<file path="src/verilog/clock_gen_pkg.sv">
// Package of offsets, fields, reset values and timing for the clock generator control block
package clock_gen_pkg;

	// ********************************
	// Register byte offsets on APB
	// ********************************
	localparam int ADDR_W = 8;
	localparam logic [7:0] SCHEME_CTRL_ADDR = 8'h00;
	localparam logic [7:0] FACTOR_CTRL_ADDR = 8'h04;
	localparam logic [7:0] STATUS_FIRST_ADDR = 8'h08;
	localparam logic [7:0] STATUS_SECOND_ADDR = 8'h0C;
	localparam logic [7:0] TRIM_ADDR = 8'h10;
	localparam logic [7:0] IRQ_MASK_ADDR = 8'h14;

	// ********************************
	// Field positions
	// ********************************
	localparam int HIGH_GAIN_BIT = 7;
	localparam int RANGE_BIT = 6;
	localparam int REF_SEL_BIT = 5;
	localparam int SCHEME_LSB = 3;
	localparam int STOP_EN_BIT = 2;
	localparam int LOSS_DETECT_DIS_BIT = 1;
	localparam int LOCK_RESET_EN_BIT = 7;
	localparam int FACTOR_LSB = 4;
	localparam int CLOCK_RESET_EN_BIT = 3;
	localparam int DIVIDER_LSB = 0;
	localparam int ST_IRQ_BIT = 0;
	localparam int ST_CLOCK_LOSS_BIT = 1;
	localparam int ST_LOCK_LOSS_BIT = 2;
	localparam int ST_LOCKED_BIT = 3;
	localparam int ST_STABLE_BIT = 0;

	// ********************************
	// Reset values and masks
	// ********************************
	localparam logic [7:0] SCHEME_CTRL_RST = 8'h00;
	localparam logic [7:0] FACTOR_CTRL_RST = 8'h00;
	localparam logic [7:0] TRIM_RST = 8'h80;
	localparam logic [7:0] IRQ_MASK_RST = 8'h00;
	localparam logic [7:0] SCHEME_CTRL_WMASK = 8'hFE;
	localparam logic [7:0] FLAG_MASK = 8'h06;

	// ********************************
	// Clock schemes and frequency figures
	// ********************************
	typedef enum logic [1:0] {
		SCHEME_SELF = 2'b00,
		SCHEME_INT = 2'b01,
		SCHEME_EXT = 2'b11,
		SCHEME_BYP = 2'b10
	} scheme_t;
	localparam int SELF_CLOCKED_KHZ = 8000;
	localparam int INT_REF_DIV = 7;
	localparam logic [6:0] LOW_RANGE_PRESCALE = 7'd64;
	localparam logic [6:0] HIGH_RANGE_PRESCALE = 7'd1;
	localparam int FACTOR_BASE = 4;
	localparam int FACTOR_STEP = 2;
	localparam int FREQ_W = 32;

	// ********************************
	// Timing
	// ********************************
	localparam int CLK_PERIOD_NS = 20;
	localparam int CLOCK_LOSS_NS = 2000;
	localparam int CLOCK_LOSS_CYCLES = (CLOCK_LOSS_NS + CLK_PERIOD_NS - 1) / CLK_PERIOD_NS;

	// Loop multiplication factor from its three-bit code
	function automatic logic [4:0] factor_of(input logic [2:0] code);
		return 5'(FACTOR_BASE + FACTOR_STEP * int'(code));
	endfunction

endpackage

</file>
<file path="src/verilog/clock_generator_mode_control.sv">
// Clock generator mode control: APB registers, scheme decode, loss events and interrupt
//
// Decided for this implementation: the register offsets and the APB slave port.
`timescale 1ns/1ps
module clock_generator_mode_control #(
	parameter int INT_REF_KHZ = 243,
	parameter int EXT_REF_KHZ = 32,
	parameter int LOSS_TIMEOUT = clock_gen_pkg::CLOCK_LOSS_CYCLES
) (
	input wire logic pclk,
	input wire logic presetn,
	input wire logic psel,
	input wire logic penable,
	input wire logic pwrite,
	input wire logic [clock_gen_pkg::ADDR_W-1:0] paddr,
	input wire logic [31:0] pwdata,
	output logic [31:0] prdata,
	output logic pready,
	output logic pslverr,
	input wire logic ref_clock_pin,
	input wire logic loop_locked_pin,
	input wire logic osc_stable_pin,
	output logic irq,
	output logic system_reset_request,
	output logic oscillator_request,
	output logic high_gain_select,
	output logic range_high,
	output logic oscillator_stop_enable,
	output clock_gen_pkg::scheme_t clock_scheme_select,
	output logic [7:0] trim_value,
	output logic [31:0] output_freq_khz,
	output logic [31:0] bus_freq_khz
);
	import clock_gen_pkg::*;

	// ********************************
	// Declarations
	// ********************************
	logic [7:0] scheme_ctrl_reg;
	logic [7:0] factor_ctrl_reg;
	logic [7:0] trim_reg;
	logic [7:0] mask_reg;
	logic [7:0] flags_reg;
	logic [31:0] rdata_next;
	logic slverr_next;
	logic mapped;
	logic setup;
	logic wr_access;
	logic lock_sync1_reg;
	logic lock_sync2_reg;
	logic lock_last_reg;
	logic stable_sync1_reg;
	logic stable_sync2_reg;
	logic loop_engaged;
	logic ext_ref_used;
	logic lock_loss_event;
	logic clock_loss_event;
	logic lock_reset_en;
	logic clock_reset_en;
	logic flag_clear_wr;
	logic [7:0] status_first;
	logic [7:0] status_second;
	logic [6:0] prescale;
	logic [4:0] factor;
	logic [31:0] freq_khz;
	scheme_t scheme;

	// ********************************
	// APB slave
	// ********************************
	// Read data is latched in the setup cycle, so every access completes with no wait state
	assign pready = 1'b1;
	assign setup = psel && !penable;
	assign wr_access = psel && penable && pready && pwrite;

	// Address decode; anything else answers with an error
	always_comb begin
		mapped = 1'b1;
		rdata_next = 32'h0000_0000;
		if (paddr == SCHEME_CTRL_ADDR) begin
			rdata_next = {24'h00_0000, scheme_ctrl_reg & SCHEME_CTRL_WMASK};
		end else if (paddr == FACTOR_CTRL_ADDR) begin
			rdata_next = {24'h00_0000, factor_ctrl_reg};
		end else if (paddr == STATUS_FIRST_ADDR) begin
			rdata_next = {24'h00_0000, status_first};
		end else if (paddr == STATUS_SECOND_ADDR) begin
			rdata_next = {24'h00_0000, status_second};
		end else if (paddr == TRIM_ADDR) begin
			rdata_next = {24'h00_0000, trim_reg};
		end else if (paddr == IRQ_MASK_ADDR) begin
			rdata_next = {24'h00_0000, mask_reg};
		end else begin
			mapped = 1'b0;
		end
		slverr_next = !mapped;
	end

	// Latch the answer at the setup edge
	always_ff @(posedge pclk or negedge presetn) begin
		if (!presetn) begin
			prdata <= 32'h0000_0000;
			pslverr <= 1'b0;
		end else if (setup) begin
			prdata <= pwrite ? 32'h0000_0000 : rdata_next;
			pslverr <= slverr_next;
		end
	end

	// ********************************
	// Control registers
	// ********************************
	// Writes land only at the access edge; bit 0 of scheme control is never stored
	always_ff @(posedge pclk or negedge presetn) begin
		if (!presetn) begin
			scheme_ctrl_reg <= SCHEME_CTRL_RST;
			factor_ctrl_reg <= FACTOR_CTRL_RST;
			trim_reg <= TRIM_RST;
			mask_reg <= IRQ_MASK_RST;
		end else if (wr_access) begin
			if (paddr == SCHEME_CTRL_ADDR) begin
				scheme_ctrl_reg <= pwdata[7:0] & SCHEME_CTRL_WMASK;
			end else if (paddr == FACTOR_CTRL_ADDR) begin
				factor_ctrl_reg <= pwdata[7:0];
			end else if (paddr == TRIM_ADDR) begin
				trim_reg <= pwdata[7:0];
			end else if (paddr == IRQ_MASK_ADDR) begin
				mask_reg <= pwdata[7:0] & FLAG_MASK;
			end
		end
	end

	// Field extraction
	assign scheme = scheme_t'(scheme_ctrl_reg[SCHEME_LSB +: 2]);
	assign lock_reset_en = factor_ctrl_reg[LOCK_RESET_EN_BIT];
	assign clock_reset_en = factor_ctrl_reg[CLOCK_RESET_EN_BIT];
	assign loop_engaged = (scheme == SCHEME_INT) || (scheme == SCHEME_EXT);
	assign ext_ref_used = (scheme == SCHEME_EXT) || (scheme == SCHEME_BYP);

	// Oscillator controls; the request is masked when the internal reference drives the loop
	always_ff @(posedge pclk or negedge presetn) begin
		if (!presetn) begin
			oscillator_request <= 1'b0;
			high_gain_select <= 1'b0;
			range_high <= 1'b0;
			oscillator_stop_enable <= 1'b0;
			clock_scheme_select <= SCHEME_SELF;
			trim_value <= TRIM_RST;
		end else begin
			oscillator_request <= scheme_ctrl_reg[REF_SEL_BIT] && scheme != SCHEME_INT;
			high_gain_select <= scheme_ctrl_reg[HIGH_GAIN_BIT];
			range_high <= scheme_ctrl_reg[RANGE_BIT];
			oscillator_stop_enable <= scheme_ctrl_reg[STOP_EN_BIT];
			clock_scheme_select <= scheme;
			trim_value <= trim_reg;
		end
	end

	// ********************************
	// Frequency decode
	// ********************************
	scheme_freq_decode #(
		.INT_REF_KHZ(INT_REF_KHZ),
		.EXT_REF_KHZ(EXT_REF_KHZ)
	) u_decode (
		.scheme(scheme),
		.range_high(scheme_ctrl_reg[RANGE_BIT]),
		.factor_code(factor_ctrl_reg[FACTOR_LSB +: 3]),
		.divider_code(factor_ctrl_reg[DIVIDER_LSB +: 3]),
		.prescale(prescale),
		.factor(factor),
		.freq_khz(freq_khz)
	);

	// Registered frequency report; the bus runs at half the generator output
	always_ff @(posedge pclk or negedge presetn) begin
		if (!presetn) begin
			output_freq_khz <= 32'(SELF_CLOCKED_KHZ);
			bus_freq_khz <= 32'(SELF_CLOCKED_KHZ / 2);
		end else begin
			output_freq_khz <= freq_khz;
			bus_freq_khz <= freq_khz >> 1;
		end
	end

	// ********************************
	// Loss detection
	// ********************************
	// Lock and stable indications come from the analog side and are synchronised first
	always_ff @(posedge pclk or negedge presetn) begin
		if (!presetn) begin
			lock_sync1_reg <= 1'b0;
			lock_sync2_reg <= 1'b0;
			lock_last_reg <= 1'b0;
			stable_sync1_reg <= 1'b0;
			stable_sync2_reg <= 1'b0;
		end else begin
			lock_sync1_reg <= loop_locked_pin;
			lock_sync2_reg <= lock_sync1_reg;
			lock_last_reg <= lock_sync2_reg;
			stable_sync1_reg <= osc_stable_pin;
			stable_sync2_reg <= stable_sync1_reg;
		end
	end

	// Lock loss only means something while the loop is engaged
	assign lock_loss_event = loop_engaged && lock_last_reg && !lock_sync2_reg;

	clock_loss_monitor #(
		.TIMEOUT(LOSS_TIMEOUT)
	) u_loss (
		.pclk(pclk),
		.presetn(presetn),
		.ref_pin(ref_clock_pin),
		.enable(ext_ref_used && !scheme_ctrl_reg[LOSS_DETECT_DIS_BIT]),
		.loss_pulse(clock_loss_event)
	);

	// ********************************
	// Status, interrupt and reset request
	// ********************************
	assign flag_clear_wr = wr_access && paddr == STATUS_FIRST_ADDR;

	// Sticky flags cleared by writing one; a new event in the clear cycle wins
	always_ff @(posedge pclk or negedge presetn) begin
		if (!presetn) begin
			flags_reg <= 8'h00;
		end else begin
			flags_reg <= (flags_reg & ~(flag_clear_wr ? pwdata[7:0] & FLAG_MASK : 8'h00))
				| ({7'h00, lock_loss_event && !lock_reset_en} << ST_LOCK_LOSS_BIT)
				| ({7'h00, clock_loss_event && !clock_reset_en} << ST_CLOCK_LOSS_BIT);
		end
	end

	// A loss with its reset enable set asks for a system reset and leaves the flags alone
	always_ff @(posedge pclk or negedge presetn) begin
		if (!presetn) begin
			system_reset_request <= 1'b0;
		end else begin
			system_reset_request <= (lock_loss_event && lock_reset_en) || (clock_loss_event && clock_reset_en);
		end
	end

	assign irq = |(flags_reg & mask_reg);
	assign status_first = flags_reg | ({7'h00, irq} << ST_IRQ_BIT) | ({7'h00, lock_sync2_reg} << ST_LOCKED_BIT);
	assign status_second = {7'h00, stable_sync2_reg} << ST_STABLE_BIT;

	// ********************************
	// Checks
	// ********************************
	unimpl_bit_zero_a: assert property (@(posedge pclk) disable iff (!presetn)
		setup && !pwrite && paddr == SCHEME_CTRL_ADDR |=> !prdata[0]) else $error("bit 0 read nonzero");

	internal_ignores_ref_a: assert property (@(posedge pclk) disable iff (!presetn)
		scheme == SCHEME_INT |=> !oscillator_request) else $error("oscillator requested in internal scheme");

	lock_loss_irq_a: assert property (@(posedge pclk) disable iff (!presetn)
		lock_loss_event && !lock_reset_en |=> flags_reg[ST_LOCK_LOSS_BIT] && !system_reset_request) else $error("lock loss not flagged");

	clock_loss_irq_a: assert property (@(posedge pclk) disable iff (!presetn)
		clock_loss_event && !clock_reset_en |=> flags_reg[ST_CLOCK_LOSS_BIT]) else $error("clock loss not flagged");

	loss_reset_req_a: assert property (@(posedge pclk) disable iff (!presetn)
		system_reset_request |-> $past(lock_loss_event && lock_reset_en) || $past(clock_loss_event && clock_reset_en))
		else $error("reset request without enabled loss");

	flag_sticky_hold_a: assert property (@(posedge pclk) disable iff (!presetn)
		flags_reg[ST_LOCK_LOSS_BIT] && !flag_clear_wr |=> flags_reg[ST_LOCK_LOSS_BIT]) else $error("flag lost without clear");

	// Checked only once the controls have stood a cycle, since the report lags a write by one edge
	fee_freq_match_a: assert property (@(posedge pclk) disable iff (!presetn)
		scheme == SCHEME_EXT && $stable(factor_ctrl_reg) && $stable(scheme_ctrl_reg) |->
		output_freq_khz == 32'((64'(EXT_REF_KHZ)
		* 64'(scheme_ctrl_reg[RANGE_BIT] ? HIGH_RANGE_PRESCALE : LOW_RANGE_PRESCALE)
		* 64'(FACTOR_BASE + FACTOR_STEP * int'(factor_ctrl_reg[FACTOR_LSB +: 3])))
		>> factor_ctrl_reg[DIVIDER_LSB +: 3]))
		else $error("engaged external frequency wrong");

	bus_half_out_a: assert property (@(posedge pclk) disable iff (!presetn)
		##1 bus_freq_khz == (output_freq_khz >> 1)) else $error("bus clock not half of output");

	factor_ten_a: assert property (@(posedge pclk) disable iff (!presetn)
		factor_ctrl_reg[6:4] == 3'b011 |-> factor == 5'd10) else $error("factor code 011 not ten");

	// Prescale seen by the decoder follows the stored range bit, not the registered pin copy
	range_prescale_a: assert property (@(posedge pclk) disable iff (!presetn)
		prescale == (scheme_ctrl_reg[RANGE_BIT] ? 7'h01 : 7'h40)) else $error("prescale wrong for range");

	// A write of one clears the lock loss flag unless a new loss lands in the same cycle
	flag_clear_a: assert property (@(posedge pclk) disable iff (!presetn)
		flag_clear_wr && pwdata[ST_LOCK_LOSS_BIT] && !lock_loss_event |=> !flags_reg[ST_LOCK_LOSS_BIT])
		else $error("lock loss flag not cleared");

endmodule

</file>
<file path="src/verilog/scheme_freq_decode.sv">
// Decoder of scheme, range, factor and divider codes into a generator frequency
`timescale 1ns/1ps
module scheme_freq_decode #(
	parameter int INT_REF_KHZ = 243,
	parameter int EXT_REF_KHZ = 32
) (
	input wire clock_gen_pkg::scheme_t scheme,
	input wire logic range_high,
	input wire logic [2:0] factor_code,
	input wire logic [2:0] divider_code,
	output logic [6:0] prescale,
	output logic [4:0] factor,
	output logic [31:0] freq_khz
);
	import clock_gen_pkg::*;

	logic [63:0] base_khz;

	// Prescale by range and factor decode
	assign prescale = range_high ? HIGH_RANGE_PRESCALE : LOW_RANGE_PRESCALE;
	assign factor = factor_of(factor_code);

	// Undivided frequency per scheme; multiply before the divide by seven to keep precision
	always_comb begin
		case (scheme)
			SCHEME_SELF: base_khz = 64'(SELF_CLOCKED_KHZ);
			SCHEME_BYP: base_khz = 64'(EXT_REF_KHZ);
			SCHEME_INT: base_khz = 64'(INT_REF_KHZ) * 64'(LOW_RANGE_PRESCALE) * 64'(factor) / 64'(INT_REF_DIV);
			default: base_khz = 64'(EXT_REF_KHZ) * 64'(prescale) * 64'(factor);
		endcase
	end

	// Divider codes are powers of two, so the divide is a shift
	assign freq_khz = 32'(base_khz >> divider_code);

endmodule

</file>
<file path="src/verilog/clock_loss_monitor.sv">
// Watchdog that flags a reference clock with no edges for too long
`timescale 1ns/1ps
module clock_loss_monitor #(
	parameter int TIMEOUT = clock_gen_pkg::CLOCK_LOSS_CYCLES
) (
	input wire logic pclk,
	input wire logic presetn,
	input wire logic ref_pin,
	input wire logic enable,
	output logic loss_pulse
);
	import clock_gen_pkg::*;

	logic sync1_reg;
	logic sync2_reg;
	logic last_reg;
	logic [15:0] count_reg;
	logic lost_reg;
	logic edge_seen;

	// Two-stage synchroniser; only the second stage feeds the edge detector
	always_ff @(posedge pclk or negedge presetn) begin
		if (!presetn) begin
			sync1_reg <= 1'b0;
			sync2_reg <= 1'b0;
			last_reg <= 1'b0;
		end else begin
			sync1_reg <= ref_pin;
			sync2_reg <= sync1_reg;
			last_reg <= sync2_reg;
		end
	end

	assign edge_seen = sync2_reg ^ last_reg;

	// Count quiet cycles; fire once per loss so a dead clock does not flood events
	always_ff @(posedge pclk or negedge presetn) begin
		if (!presetn) begin
			count_reg <= 16'h0000;
			lost_reg <= 1'b0;
			loss_pulse <= 1'b0;
		end else begin
			loss_pulse <= 1'b0;
			if (!enable || edge_seen) begin
				count_reg <= 16'h0000;
				lost_reg <= 1'b0;
			end else if (!lost_reg && count_reg == 16'(TIMEOUT - 1)) begin
				lost_reg <= 1'b1;
				loss_pulse <= 1'b1;
			end else if (!lost_reg) begin
				count_reg <= count_reg + 16'h0001;
			end
		end
	end

	loss_after_quiet_a: assert property (@(posedge pclk) disable iff (!presetn)
		loss_pulse |-> $past(enable) && $past(count_reg) == 16'(TIMEOUT - 1)) else $error("loss before timeout");

endmodule

</file>
<file path="config.mk">
export PLATFORM = sky130hd
export DESIGN_NAME = clock_generator_mode_control
export DESIGN_NICKNAME = d
export VERILOG_FILES = /design/src/verilog/clock_gen_pkg.sv /design/src/verilog/clock_generator_mode_control.sv /design/src/verilog/scheme_freq_decode.sv /design/src/verilog/clock_loss_monitor.sv
export SDC_FILE = /design/constraint.sdc
export NUM_CORES = 1
export LEC_CHECK = 0
export BUFFER_PORTS_ARGS = -buffer_cell sky130_fd_sc_hd__clkbuf_2
export CAP_MARGIN = 20
export CORE_ASPECT_RATIO = 0.7
export CORE_MARGIN = 2
export CORE_UTILIZATION = 55
export DETAILED_ROUTE_END_ITERATION = 12
export PLACE_DENSITY = 0.78
export SYNTH_ARGS = -nofsm -noshare
export SYNTH_HDL_FRONTEND = slang
export SYNTH_SLANG_ARGS = --single-unit
</file>
<file path="constraint.sdc">
create_clock -name pclk -period 19.7 [get_ports pclk]
set_input_delay 1.97 -clock pclk [delete_from_list [all_inputs] [get_ports pclk]]
set_output_delay 1.97 -clock pclk [all_outputs]
set_load 0.005 [all_outputs]
</file>
# --- Word-level counts from Yosys, hierarchy flattened ---
# Index checks and enable logic that the tools add are counted.
totals:
  ff_bits: 170
classes:
  n_mux: 23
  n_eq_ne: 12
  multipliers: 2
  n_div: 1
  shifts: 1
  add_sub_neg: 2
  bitwise: 11
  reduce_logical: 34
ops:
  columns: ["cell", "n"]
  rows:
  - ["64-bit one-hot mux with 3 select lines", 1]
  - ["32-bit 2-to-1 mux", 4]
  - ["19-bit by 3-bit divider with 64-bit output (second input constant)", 1]
  - ["64-bit by 3-bit right shift with 32-bit output", 1]
  - ["16-bit 2-to-1 mux", 3]
  - ["16-bit by 1-bit adder with 16-bit output (second input constant)", 1]
  - ["16-bit by 7-bit == test with 1-bit output (second input constant)", 1]
  - ["8-bit by 4-bit == test with 1-bit output (second input constant)", 2]
  - ["8-bit by 5-bit == test with 1-bit output (second input constant)", 2]
  - ["8-bit 2-to-1 mux", 2]
  - ["1-bit logical AND", 13]
  - ["8-bit by 5-bit multiplier with 13-bit output (first input constant)", 1]
  - ["7-bit by 5-bit multiplier with 12-bit output", 1]
  - ["1-bit 2-to-1 mux", 10]
  - ["8-bit by 3-bit bitwise AND with 8-bit output", 1]
  - ["8-bit bitwise AND", 1]
  - ["8-bit by 3-bit == test with 1-bit output (second input constant)", 1]
  - ["1-bit logical NOT", 8]
  - ["8-bit logical NOT", 1]
  - ["3-bit inverter with 8-bit output", 1]
  - ["8-bit by 1-bit OR with 8-bit output", 1]
  - ["8-bit by 2-bit OR with 8-bit output", 1]
  - ["8-bit by 3-bit OR with 8-bit output", 1]
  - ["8-bit by 4-bit OR with 8-bit output", 1]
  - ["other kinds (17)", 26]

# --- Longest topological paths before layout ---
depth:
  ltp_word: 8
  ltp_mapped: 69

# --- Cells and area by module ---
# A second synthesis with hierarchy kept.
unflattened:
  cells_unflattened: 1115
  area_unflattened_um2: 9658.0
modules_own_cells:
  columns: ["module", "area_per_inst_um2", "cells_each", "n_inst"]
  rows:
  - ["scheme_freq_decode", 5117.4, 751, 1]
  - ["clock_generator_mode_control", 3542.1, 269, 1]
  - ["clock_loss_monitor", 998.5, 95, 1]

# --- Worst setup path before layout ---
# Ideal clock, no wire load.
synth_path:
  path_kind: "reg2reg"
  from: "reg factor_ctrl_reg[4]"
  to: "reg output_freq_khz[0]"
  setup_time_ns: 0.133
  required_ns: 19.567
  t_arrival_ns: 13.466
  path_slack_ns: 6.101
  period_less_slack_ns: 13.599
  path_stages_with_launch: 67
  path_buffers: 7
  path_cell_list: "dfrtp_1 clkbuf_1 inv_1 ha_1 clkbuf_1 inv_1 clkbuf_1 ha_1 ha_1 or3_1 o22a_2 xnor2_2 or4_4 and3_4 o2111a_1 or4_4 and4_4 nor3_4 [... 31 more ...] buf_2 a211o_1 a211oi_4 nand2_1 nand2_1 ha_1 inv_1 nor3_1 inv_1 mux2i_1 o21ai_0 nand2_1 ha_1 o311ai_0 o21ba_1 nand4_1 a221oi_1 o22ai_1"
synth_between:
  elab_chain_cells: 5
  word_cells_on_any_way: 6
synth_rtl:
  columns: ["element", "line_no", "text"]
  rows:
  - ["start, declared", "clock_generator_mode_control.sv:40", "logic [7:0] factor_ctrl_reg;"]
  - ["start signal, assigned", "clock_generator_mode_control.sv:123", "factor_ctrl_reg <= pwdata[7:0];"]
  - ["3-bit by 4-bit adder with 5-bit output (*)", "clock_gen_pkg.sv:70", "return 5'(FACTOR_BASE + FACTOR_STEP * int'(code));"]
  - ["8-bit by 5-bit multiplier with 13-bit output", "scheme_freq_decode.sv:28", "SCHEME_INT: base_khz = 64'(INT_REF_KHZ) * 64'(LOW_RANGE_PRESCALE) * 64'(factor) / 64'(INT_REF_DIV);"]
  - ["19-bit by 3-bit divider with 64-bit output", "scheme_freq_decode.sv:28", null]
  - ["64-bit one-hot mux with 3 select lines (*)", "scheme_freq_decode.sv:25", "case (scheme)"]
  - ["64-bit by 3-bit right shift with 32-bit output (*)", "scheme_freq_decode.sv:34", "assign freq_khz = 32'(base_khz >> divider_code);"]
  - ["via freq_khz[0]", "clock_generator_mode_control.sv:65", "logic [31:0] freq_khz;"]
  - ["end signal, assigned", "clock_generator_mode_control.sv:177", "output_freq_khz <= 32'(SELF_CLOCKED_KHZ);"]
  - ["end signal, assigned", "clock_generator_mode_control.sv:180", "output_freq_khz <= freq_khz;"]
  - ["end, declared", "clock_generator_mode_control.sv:31", "output logic [31:0] output_freq_khz,"]
# Mark *: on every way through the listed nets, which the timed path passes. The rest lies on a longest branch.
# A chain may end at the register's enable or synchronous reset.

# --- Worst setup path in the final report ---
# Ends and elaborated chain as after synthesis.

==> summary.txt <==
Initial antenna violation count - 0
Postcts setup bufs - 0
Setup Crit Path Kind - flip-flop to flip-flop
RSZ-0062 raised after global routing - no
Max Slew Vio Count - 0
Number of remaining DRC errors - 0
Final Wtd Congestion - 1.01
DR WL/cell - 17.7 um
Worst vdd ir - 108 uV
Die Span X - 162 um
Max-slew headroom - 0.274
Ys flop type - dfrtp_1
Count leader, synth - nand2_1
Cell repeated most along the worst path - ha_1
R2R setup slack - 2130 ps
Number of global-route vias before repair - 8,039
Tot GR Track Use - 0.271
Post-Route WL - 25.7 mm
Setup crit start kind - flip-flop
Num ports - 162
Cell family with most CP delay - simple AND/OR/NAND/NOR gates
Post-DP HPWL - 19.5 mm
Largest net degree at the start of global routing - 78
First-pass GRT wire length - 41.2 mm
Max FFs per register - 17
Nets - 1,304
Clk_skew - 13.4 ps
Cts hold-fix bufs - 0
Initial Utilization - 0.562
N_diodes - 0
Clk_lat worst skew - 350 ps
Post-synth ARST share - 1.00
Grt total ovfl - 0
Synth Area in Compound Gates - 0.261
Clock Path Buffers - 2
Layout cells sized above 1 - 0.159
Reg clk slew, reported paths - 70 ps
Max capacitance violation total - 0
P_leak - 4.49 nW
Final hold vios - 0
Mux cell area share after synthesis - 0.0655
Synth area leaders - dfrtp_1 (22%), buf_4 (5.8%), ha_1 (4.5%)
Placed insts - 1,440
Peak Freq - 0.0569 GHz
Final setup margin - 2130 ps
P per Cell Area - 106 mW/mm^2
CTS tree - done
Yosys reg bits - 94
Row cnt - 40
Tot Pwr - 1.07 mW
Worst-Margin Slew - 1070 ps
Iter 0 DRT Violations - 1,032
Share of the yosys chip area belonging to registers - 0.245
Vias - 9,369
XOR/XNOR Fraction of Synth Area - 0.0414
P&R area growth vs syn - 5.45%
Slowest CP cell - dfrtp_1
Post-Synth Adder-Cell Area - 0.0485
Setup crit end kind - flip-flop
Syn avg cell area - 8.10 sq um
Worst Path Arrival - 17,760 ps
Syn. warnings - 0
Synthesized instance count - 1,191
Max Fanout on Critical Path - 18
Post-synth EDFFs - 0
Buffers on Ports - 81
Drt first pass iters - 6
Crit path largest cell delay - 810 ps
Final setup fails - 0
Setup slack at placement - 2680 ps
Clock sink count - 94
Mapped cell area - 0.00964 sq mm
Filler-free cell count of the finished design - 1,456
Hold WC Path Type - flip-flop to flip-flop
Vias per cell - 6.43
List of most frequent post-synthesis cells - nand2_1 (102), nor2_1 (98), dfrtp_1 (86)
Final setup TNS - 0 ps
Largest area contributor in the netlist - dfrtp_1
Core Util, Final - 0.592
Max H-tree Level - 3
Inserted Clock Buffers - 9
Buf/Inv on CP - 5
Final ANT Viol Nets - 0
Die height - 115 um
Core ar. - 0.0172 sq mm
CTS Root Cell - clkbuf_16
Crit share post-route - 0.892
Die Area - 0.0186 sq mm
Outcome - completed
Post-synth top area share - 0.223
Resize count post-CTS - 0
Post-synthesis cell type count - 115
Fin crit period - 17,570 ps
Synth Area in Simple Gates - 0.247
Largest family of logic cells by synthesized area - compound AO/OA/AOI/OAI gates
WP data required - 19,890 ps
[logic make-up (layout without fill, tap and decap cells)]
group / after synthesis / count (layout)
AOI/OAI and AO/OA: 350 / 350
DFF: 94 / 94
adders and majority gates: 37 / 37
xor gates and xnor gates: 43 / 43
other: 2 / 56
and+or+nand+nor: 449 / 449
muxes: 59 / 59
buffers and inverters: 157 / 137
[cells in the final DEF (no fill, tap or decap), types with 6 or more instances in the layout]
master,count
nand4_1,23
o22ai_1,7
clkbuf_2,80
a21o_1,9
and2_1,16
nand3_1,50
mux2_2,29
dfrtp_1,86
o21a_1,10
a22o_1,6
o31a_1,6
a31oi_1,14
o21ai_0,60
and3_1,15
ha_1,35
nor2b_1,8
nand3b_1,6
or2_2,7
nor4_1,14
a211o_1,6
clkbuf_16,9
a211oi_1,11
nand2b_1,14
o211ai_1,20
o21ai_1,14
or4_1,11
inv_1,35
mux2i_1,29
dfstp_2,8
xor2_1,18
o31ai_1,21
or3_1,13
nor3_1,35
nand2_1,102
xnor2_1,22
a21oi_1,73
conb_1,56
nor2_1,98
[path summary, 6_finish.rpt]
path | depth (start not counted) | end | start
worst min-delay path | 0 | u_loss.sync2_reg$_DFF_PN0_ | u_loss.sync1_reg$_DFF_PN0_
worst max-delay path | 59 | output_freq_khz[0]$_DFF_PN0_ | factor_ctrl_reg[4]$_DFFE_PN0P_
max in group asynchronous | 2 | prdata[5]$_DFFE_PN0P_ | presetn
worst min register to register | 0 | u_loss.sync2_reg$_DFF_PN0_ | u_loss.sync1_reg$_DFF_PN0_
worst max register to register | 59 | output_freq_khz[0]$_DFF_PN0_ | factor_ctrl_reg[4]$_DFFE_PN0P_
min in group asynchronous | 1 | u_loss.count_reg[12]$_DFFE_PN0P_ | presetn
[per-layer routing]
| layer | GRT usage | up-vias | wire (um) | share of wire |
|---|---|---|---|---|
| met3 | 0.0725 | 31 | 2820 | 0.11 |
| met1 | 0.422 | 4446 | 12200 | 0.47 |
| li1 | - | 4415 | - | - |
| met2 | 0.381 | 477 | 10500 | 0.41 |
| met4 | 0.0401 | 0 | 224 | 0.0087 |
| met5 | 0 | - | 0 | 0 |
[layout make-up]
type,instances,area (sq um)
inverters,37,139
repair buffers,84,430
fillers,1515,7000
well taps,231,289
clock inverters,6,116
flip-flops and latches,94,2360
clock buffers,10,229
multi-input cells,994,6600
[where the power goes]
part	internal (mW)	switching, mW
clock network	0.125	0.0744
registers	0.197	0.00325
logic	0.248	0.427
[through the flow]
step | instance area [sq um] | hold WS, ps
after floorplan | 9850 | 331
after global placement | 9820 | 331
after detailed placement | 9820 | 342
after CTS | 10200 | 358
after global routing | 10200 | 368
final | 10200 | 359
Power figures use the tool's default switching activity.
